===== src/cfa_pkg.sv =====
// constants, types and address helper for the CAN message FIFO addressing block
package cfa_pkg;

  // ---------------------------------------------------------------
  // sizes
  // ---------------------------------------------------------------
  localparam int CFA_NFIFO = 32;
  localparam int CFA_IDX_W = 5;
  localparam int CFA_WORDS_W = 4;
  localparam int CFA_ADDR_W = 12;

  // ---------------------------------------------------------------
  // register map
  // ---------------------------------------------------------------
  localparam logic [11:0] CFA_OFF_CTRL = 12'h000;
  localparam logic [11:0] CFA_OFF_BASE = 12'h004;
  localparam logic [2:0] CFA_FIFO_REGION = 3'h1;
  localparam int CFA_REGION_LSB = 9;
  localparam int CFA_FIFO_SEL_LSB = 4;
  localparam logic [3:0] CFA_SUB_CFG = 4'h0;
  localparam logic [3:0] CFA_SUB_UA = 4'h4;
  localparam logic [3:0] CFA_SUB_CI = 4'h8;

  // ---------------------------------------------------------------
  // fields and reset values
  // ---------------------------------------------------------------
  localparam int CFA_OPERATION_MODE_FIELD_LSB = 21;
  localparam int CFA_OPERATION_MODE_FIELD_MSB = 23;
  localparam logic [2:0] CFA_OPERATION_MODE_FIELD_CONFIG = 3'h4;
  localparam logic [2:0] CFA_OPERATION_MODE_FIELD_RESET = 3'h4;
  localparam int CFA_CFG_TX_BIT = 0;
  localparam int CFA_CFG_DEPTH_LSB = 8;
  localparam int CFA_CFG_DEPTH_MSB = 12;
  localparam int CFA_CFG_WORDS_LSB = 16;
  localparam int CFA_CFG_WORDS_MSB = 19;
  localparam int CFA_CFG_UINC_BIT = 24;
  localparam logic [31:0] CFA_BASE_MASK = 32'hffff_fffc;
  localparam logic [31:0] CFA_BASE_RESET = 32'h0000_0000;
  localparam logic [31:0] CFA_ZERO = 32'h0000_0000;
  localparam logic [31:0] CFA_ONE = 32'h0000_0001;
  localparam int CFA_WORD_SHIFT = 2;

  typedef logic [31:0] cfa_word_t;

  // physical RAM address of message idx in a FIFO starting at start_word
  function automatic cfa_word_t cfa_msg_addr(input cfa_word_t base, input cfa_word_t start,
                                             input logic [4:0] idx, input logic [3:0] words_m1);
    cfa_word_t w;
    w = start + 32'(idx) * (32'(words_m1) + CFA_ONE);
    return base + (w << CFA_WORD_SHIFT);
  endfunction : cfa_msg_addr

endpackage : cfa_pkg


===== src/cfa_ptr_if.sv =====
// interface joining the control logic, the FIFO pointers and the buffer layout
`timescale 1ns/1ps
interface cfa_ptr_if #(parameter int N = 32);
  logic clr;
  logic [N-1:0] user_inc;
  logic [N-1:0] can_inc;
  logic [4:0] depth_m1 [N];
  logic [3:0] words_m1 [N];
  logic [4:0] user_idx [N];
  logic [4:0] can_idx [N];
  logic [31:0] start_word [N];

  modport ctrl (output clr, output user_inc, output can_inc, output depth_m1,
                output words_m1, input user_idx, input can_idx, input start_word);
  modport ptr (input clr, input user_inc, input can_inc, input depth_m1,
               output user_idx, output can_idx);
  modport lay (input depth_m1, input words_m1, output start_word);
endinterface : cfa_ptr_if


===== src/cfa_fifo_ptr.sv =====
// per-FIFO user-side and CAN-side message indices
`timescale 1ns/1ps
module cfa_fifo_ptr #(
  parameter int N = 32
) (
  input wire logic clk,
  input wire logic rst_n,
  cfa_ptr_if.ptr p
);
  import cfa_pkg::*;

  // ---------------------------------------------------------------
  // index advance with wrap at the FIFO depth
  // ---------------------------------------------------------------
  function automatic logic [4:0] cfa_step(input logic [4:0] idx, input logic [4:0] last);
    return (idx == last) ? 5'h00 : idx + 5'h01;
  endfunction : cfa_step

  always_ff @(posedge clk or negedge rst_n) begin
    if (!rst_n) begin
      for (int i = 0; i < N; i++) begin
        p.user_idx[i] <= 5'h00;
      end
    end else begin
      for (int i = 0; i < N; i++) begin
        if (p.clr) begin
          p.user_idx[i] <= 5'h00;
        end else if (p.user_inc[i]) begin
          p.user_idx[i] <= cfa_step(p.user_idx[i], p.depth_m1[i]);
        end
      end
    end
  end

  always_ff @(posedge clk or negedge rst_n) begin
    if (!rst_n) begin
      for (int i = 0; i < N; i++) begin
        p.can_idx[i] <= 5'h00;
      end
    end else begin
      for (int i = 0; i < N; i++) begin
        if (p.clr) begin
          p.can_idx[i] <= 5'h00;
        end else if (p.can_inc[i]) begin
          p.can_idx[i] <= cfa_step(p.can_idx[i], p.depth_m1[i]);
        end
      end
    end
  end

endmodule : cfa_fifo_ptr


===== src/cfa_layout.sv =====
// start word of each FIFO, packed one after another from the base
`timescale 1ns/1ps
module cfa_layout #(
  parameter int N = 32
) (
  cfa_ptr_if.lay l
);
  import cfa_pkg::*;

  always_comb begin
    cfa_word_t acc;
    acc = CFA_ZERO;
    for (int i = 0; i < N; i++) begin
      l.start_word[i] = acc;
      acc = acc + (32'(l.depth_m1[i]) + CFA_ONE) * (32'(l.words_m1[i]) + CFA_ONE);
    end
  end

endmodule : cfa_layout


===== src/cfa_top.sv =====
// CAN message buffer addressing: base pointer, FIFO layout, user and CAN indices
`timescale 1ns/1ps
module cfa_top #(
  parameter int NFIFO = cfa_pkg::CFA_NFIFO
) (
  input wire logic CLK,
  input wire logic ARST_N,
  input wire logic [cfa_pkg::CFA_ADDR_W-1:0] ADDR,
  input wire logic [31:0] WDATA,
  input wire logic WR,
  input wire logic RD,
  output logic [31:0] RDATA,
  input wire logic [NFIFO-1:0] CAN_ADV,
  input wire logic [4:0] CAN_SEL,
  output logic [31:0] CAN_RAM_ADDR,
  output logic [2:0] OP_MODE
);
  import cfa_pkg::*;

  // ---------------------------------------------------------------
  // reset release
  // ---------------------------------------------------------------
  logic [1:0] rst_sync_reg;
  logic rst_n;

  always_ff @(posedge CLK or negedge ARST_N) begin
    if (!ARST_N) begin
      rst_sync_reg <= 2'h0;
    end else begin
      rst_sync_reg <= {rst_sync_reg[0], 1'b1};
    end
  end
  assign rst_n = rst_sync_reg[1];

  // ---------------------------------------------------------------
  // state
  // ---------------------------------------------------------------
  cfa_ptr_if #(.N(NFIFO)) pi ();
  logic [2:0] operation_mode_field_reg;
  cfa_word_t base_reg;
  logic [NFIFO-1:0] tx_reg;
  logic [4:0] depth_reg [NFIFO];
  logic [3:0] words_reg [NFIFO];
  cfa_word_t rdata_reg;
  cfa_word_t rdata_next;
  cfa_word_t can_addr_reg;
  logic cfg_mode;
  logic in_fifo;
  logic [4:0] fsel;
  logic [3:0] sub;
  logic hit_cfg;
  logic hit_ua;
  logic hit_ci;
  cfa_word_t ua_value;
  cfa_word_t can_value;

  assign cfg_mode = (operation_mode_field_reg == CFA_OPERATION_MODE_FIELD_CONFIG);
  assign in_fifo = (ADDR[CFA_ADDR_W-1:CFA_REGION_LSB] == CFA_FIFO_REGION);
  assign fsel = ADDR[CFA_FIFO_SEL_LSB +: CFA_IDX_W];
  assign sub = ADDR[3:0];
  assign hit_cfg = in_fifo && (sub == CFA_SUB_CFG) && (32'(fsel) < NFIFO);
  assign hit_ua = in_fifo && (sub == CFA_SUB_UA) && (32'(fsel) < NFIFO);
  assign hit_ci = in_fifo && (sub == CFA_SUB_CI) && (32'(fsel) < NFIFO);

  // ---------------------------------------------------------------
  // submodules
  // ---------------------------------------------------------------
  cfa_fifo_ptr #(.N(NFIFO)) u_ptr (
    .clk(CLK),
    .rst_n(rst_n),
    .p(pi.ptr)
  );

  cfa_layout #(.N(NFIFO)) u_lay (
    .l(pi.lay)
  );

  always_comb begin
    for (int i = 0; i < NFIFO; i++) begin
      pi.depth_m1[i] = depth_reg[i];
      pi.words_m1[i] = words_reg[i];
    end
  end

  // indices restart whenever the module sits in Configuration mode
  assign pi.clr = cfg_mode;

  always_comb begin
    pi.user_inc = '0;
    if (WR && hit_cfg && WDATA[CFA_CFG_UINC_BIT] && !cfg_mode) begin
      pi.user_inc[fsel] = 1'b1;
    end
  end
  assign pi.can_inc = cfg_mode ? '0 : CAN_ADV;

  // ---------------------------------------------------------------
  // control and base pointer
  // ---------------------------------------------------------------
  always_ff @(posedge CLK or negedge rst_n) begin
    if (!rst_n) begin
      operation_mode_field_reg <= CFA_OPERATION_MODE_FIELD_RESET;
    end else if (WR && ADDR == CFA_OFF_CTRL) begin
      operation_mode_field_reg <= WDATA[CFA_OPERATION_MODE_FIELD_MSB:CFA_OPERATION_MODE_FIELD_LSB];
    end
  end

  always_ff @(posedge CLK or negedge rst_n) begin
    if (!rst_n) begin
      base_reg <= CFA_BASE_RESET;
    end else if (WR && ADDR == CFA_OFF_BASE && cfg_mode) begin
      base_reg <= WDATA & CFA_BASE_MASK;
    end
  end

  // ---------------------------------------------------------------
  // per-FIFO configuration, locked outside Configuration mode
  // ---------------------------------------------------------------
  always_ff @(posedge CLK or negedge rst_n) begin
    if (!rst_n) begin
      tx_reg <= '0;
      for (int i = 0; i < NFIFO; i++) begin
        depth_reg[i] <= 5'h00;
        words_reg[i] <= 4'h0;
      end
    end else if (WR && hit_cfg && cfg_mode) begin
      tx_reg[fsel] <= WDATA[CFA_CFG_TX_BIT];
      depth_reg[fsel] <= WDATA[CFA_CFG_DEPTH_MSB:CFA_CFG_DEPTH_LSB];
      words_reg[fsel] <= WDATA[CFA_CFG_WORDS_MSB:CFA_CFG_WORDS_LSB];
    end
  end

  // ---------------------------------------------------------------
  // addresses
  // ---------------------------------------------------------------
  // user side: head for transmit, tail for receive; both are the software pointer
  assign ua_value = cfa_msg_addr(base_reg, pi.start_word[fsel], pi.user_idx[fsel],
                                 words_reg[fsel]);
  assign can_value = cfa_msg_addr(base_reg, pi.start_word[CAN_SEL], pi.can_idx[CAN_SEL],
                                  words_reg[CAN_SEL]);

  always_ff @(posedge CLK or negedge rst_n) begin
    if (!rst_n) begin
      can_addr_reg <= CFA_ZERO;
    end else begin
      can_addr_reg <= can_value;
    end
  end

  // ---------------------------------------------------------------
  // read path
  // ---------------------------------------------------------------
  always_comb begin
    rdata_next = CFA_ZERO;
    if (RD) begin
      if (ADDR == CFA_OFF_CTRL) begin
        rdata_next[CFA_OPERATION_MODE_FIELD_MSB:CFA_OPERATION_MODE_FIELD_LSB] = operation_mode_field_reg;
      end else if (ADDR == CFA_OFF_BASE) begin
        rdata_next = base_reg;
      end else if (hit_cfg) begin
        rdata_next[CFA_CFG_TX_BIT] = tx_reg[fsel];
        rdata_next[CFA_CFG_DEPTH_MSB:CFA_CFG_DEPTH_LSB] = depth_reg[fsel];
        rdata_next[CFA_CFG_WORDS_MSB:CFA_CFG_WORDS_LSB] = words_reg[fsel];
      end else if (hit_ua) begin
        rdata_next = ua_value;
      end else if (hit_ci) begin
        rdata_next[CFA_IDX_W-1:0] = pi.can_idx[fsel];
      end
    end
  end

  always_ff @(posedge CLK or negedge rst_n) begin
    if (!rst_n) begin
      rdata_reg <= CFA_ZERO;
    end else begin
      rdata_reg <= rdata_next;
    end
  end

  assign RDATA = rdata_reg;
  assign CAN_RAM_ADDR = can_addr_reg;
  assign OP_MODE = operation_mode_field_reg;
endmodule : cfa_top


===== config.mk =====
export PLATFORM = sky130hd
export DESIGN_NAME = cfa_top
export DESIGN_NICKNAME = d
export VERILOG_FILES = /design/src/cfa_pkg.sv /design/src/cfa_ptr_if.sv /design/src/cfa_fifo_ptr.sv /design/src/cfa_layout.sv /design/src/cfa_top.sv
export SDC_FILE = /design/constraint.sdc
export NUM_CORES = 2
export LEC_CHECK = 0
export BUFFER_PORTS_ARGS = -buffer_cell sky130_fd_sc_hd__clkbuf_2
export CAP_MARGIN = 25
export CORE_ASPECT_RATIO = 1.75
export CORE_UTILIZATION = 44
export CTS_BUF_LIST = sky130_fd_sc_hd__clkbuf_4 sky130_fd_sc_hd__clkbuf_8
export DETAILED_ROUTE_END_ITERATION = 10
export PLACE_DENSITY_LB_ADDON = 0.1
export SLEW_MARGIN = 5
export SYNTH_ARGS = -nofsm -noshare
export SYNTH_HDL_FRONTEND = slang
export SYNTH_SLANG_ARGS = --single-unit

===== constraint.sdc =====
create_clock -name CLK -period 65.5 [get_ports CLK]
set_input_delay 3.275 -clock CLK [delete_from_list [all_inputs] [get_ports CLK]]
set_output_delay 3.275 -clock CLK [all_outputs]
set_load 0.02 [all_outputs]

==> results_dict.tcl <==
set metrics [dict create \
    outcome "complete, but fails checks" \
    violations "negative setup slack" \
    layout-drive-gt1-share_pct 25.1 \
    drc 0 \
    routabilityCongestion 1.06 \
    clock_skew_ns 0.0965 \
    cts.sinks 737 \
    core_mm2 0.228 \
    async_reset_ff_share_pct 100 \
    synth_top_area_share_pct 18.2 \
    cts_max_level 4 \
    globalRouteMet3Util_pct 11.2 \
    grt.overflow.total 0 \
    grt_pass1_vias 97600 \
    layout.area.seq_mm2 0.0185 \
    use_met2_pct 72.8 \
    grtUsageTotal_pct 43.2 \
    finish.utilization_pct 52.5 \
    drtIter0Drc 8565 \
    dpl_worst_slack_ns -6.03 \
    fin_ws_ns -4.80 \
    synth_top_cells_by_count "inv_1 (993), nand2_1 (989), ha_1 (878)" \
    place_area_mm2 0.114 \
    synth_edf_count 0 \
    slew_violations 0 \
    setup_viol_count_final 53 \
    fill_cells 21400 \
    yosysTopAreaCell "dfrtp_1" \
    ios 152 \
    clk_latency_ns 0.93 \
    period_share_pct 107 \
    hpwl_um 408000 \
    fmax_ghz 0.0142 \
    max-cap-violations 0 \
    cts_root_buffer "clkbuf_8" \
    die_y_um 637 \
    multi_input_area_mm2 0.0811 \
    cp.arrival_ns 71.10 \
    grt_start_max_net_pins 176 \
    grt_pass1_wl_um 706000 \
    tightest_slew_ns 1.25 \
    yosys-top-cells-area "dfrtp_1 (18%), fa_1 (13%), ha_1 (11%)" \
    routed_wl_um 502000 \
    relSlewSlack_pct 15.7 \
    hold_violations 0 \
    via_per_inst 6.30 \
    synthesis.area_per_instance_um2 9.36 \
    start_util_pct 44.3 \
    rsz0062_at_grt "yes" \
    rows 232 \
    avgRoutedWirePerCell_um 33.5 \
    cts_buffer_depth 4 \
    yosysUniqueCellTypes 112 \
    postRouteAntennaNets 0 \
    critPathCaptureType "flop" \
    fin_area_mm2 0.120 \
    dieArea_mm2 0.232 \
    synth_ff_type "dfrtp_1" \
    max_stage_delay_ns 0.58 \
    port_buffers 148 \
    worst_ep_required_time_ns 66.30 \
    synth_area_mm2 0.101 \
    syn2layout_area_growth_pct 18.6 \
    synth-seq-cells 737 \
    first_pass_iters 8 \
    power.leakage_nw 56.0 \
    tns_ns -164.96 \
    crit_path_frequent_cell "fa_1" \
    synth_most_common_cell "inv_1" \
    irDropWorstVdd_uv 12.9 \
    cts_buffers 141 \
    min_period_ns 70.30 \
    syn_inst 10800 \
    grt-busiest-layer "met2" \
    hold_class "reg2async" \
    antenna_found_initial 52 \
    finalNetCount 13500 \
    cts_tree "built" \
    ys_warn_count 0 \
    path_clk_slew_ns 0.06 \
    ys_seq_area_share_pct 18.2 \
    crit_type "reg2reg" \
    fp.dieW_um 365 \
    critPathMaxFanout 4 \
    p_per_area_mw_per_mm2 9.83 \
    cp_slowest_cell "fa_1" \
    vias 94600 \
    gr-usage-met1_pct 40.8 \
    cp-start-kind "flop" \
]
[layout make-up]
cell class / instances / area share (%)
Clock buffer: 210 / 2.22
Antenna cell: 46 / 0.0959
Inverter: 997 / 3.14
Tap cell: 3042 / 3.17
Timing Repair Buffer: 1324 / 8.30
Sequential cell: 737 / 15.4
Clock inverter: 21 / 0.188
Multi-Input combinational cell: 8630 / 67.5
[worst max-delay path, delay by kind of cell, from the launching register on]
family | cells | cell delay [ns]
buf+inv | 69 | 4.08
flops | 1 | 0.44
fa+ha+maj | 130 | 56.17
compound gates | 24 | 3.06
xor+xnor | 32 | 4.47
simple gates | 8 | 1.49
mux | 1 | 0.50
[per-stage QoR]
stage | hold WS [ns] | std cells | total power, mW
finish | 0.328 | 15000 | 1.18
global route | 0.368 | 15000 | 1.21
global placement | 0.338 | 14600 | 0.660
CTS | 0.355 | 14900 | 1.17
floorplan | 0.331 | 10800 | 0.573
detailed placement | 0.340 | 14600 | 0.663
[worst paths after layout]
| path | startpoint | to | slack (ns) | cells after the start |
|---|---|---|---|---|
| min reg2reg | rst_sync_reg[1] | u_ptr.p.can_idx[9] | 0.33 | 0 |
| min in group CLK | rst_sync_reg[0] | rst_sync_reg[1] | 0.35 | 0 |
| max in group asynchronous | rst_sync_reg[1] | pi.words_m1[44] | 62.10 | 3 |
| max | pi.words_m1[124] | RDATA[31] | -4.80 | 264 |
| min | rst_sync_reg[1] | u_ptr.p.can_idx[9] | 0.33 | 0 |
| max reg2reg | pi.words_m1[124] | RDATA[31] | -4.80 | 264 |
[repair_timing]
item                                   4_1_cts  5_1_grt
setup endpoints to repair                   54       54
gates resized for setup                    223      173
hold buffers                                 0        0
cloned                                       0        0
buffers inserted                            81       60
endpoints found under the hold margin        0        0
pin swaps                                  169      165
[layout by cell type (no fill, tap or decap), types with 357 or more instances in the layout]
cell,instances
fa_1,640
inv_1,922
nor2_1,549
nand2_1,978
xor2_1,374
a21oi_1,414
buf_4,1104
dfrtp_1,733
nand3_1,357
o21ai_0,546
mux4_2,445
xnor2_1,485
mux2_2,381
ha_1,803
[where the power goes]
part | internal, mW | leakage, nW | switching, mW | total, mW
combinational | 0.0799 | 44.3 | 0.141 | 0.221
clock | 0.274 | 1.52 | 0.227 | 0.502
sequential | 0.457 | 10.2 | 0.00113 | 0.458
[metal layers]
metal,wire (um),vias to the layer above
li1,-,40000
met1,152000,47500
met2,244000,4850
met3,38900,2220
met4,67500,10
met5,64,-
[kinds of logic (layout without fill, tap and decap cells)]
| group | after synthesis | in the layout | share of synthesized area, % |
|---|---|---|---|
| DFF | 737 | 737 | 18.2 |
| other | 2 | 65 | 0.00742 |
| AOI/OAI and AO/OA | 2012 | 2012 | 12.6 |
| adders and majority gates | 1559 | 1559 | 24.3 |
| muxes | 905 | 905 | 14.9 |
| buffers and inverters | 1471 | 2552 | 5.49 |
| xor gates and xnor gates | 1037 | 1037 | 9.58 |
| and+or+nand+nor | 3098 | 3098 | 14.9 |
No activity file was read; power rests on OpenSTA's default activity.
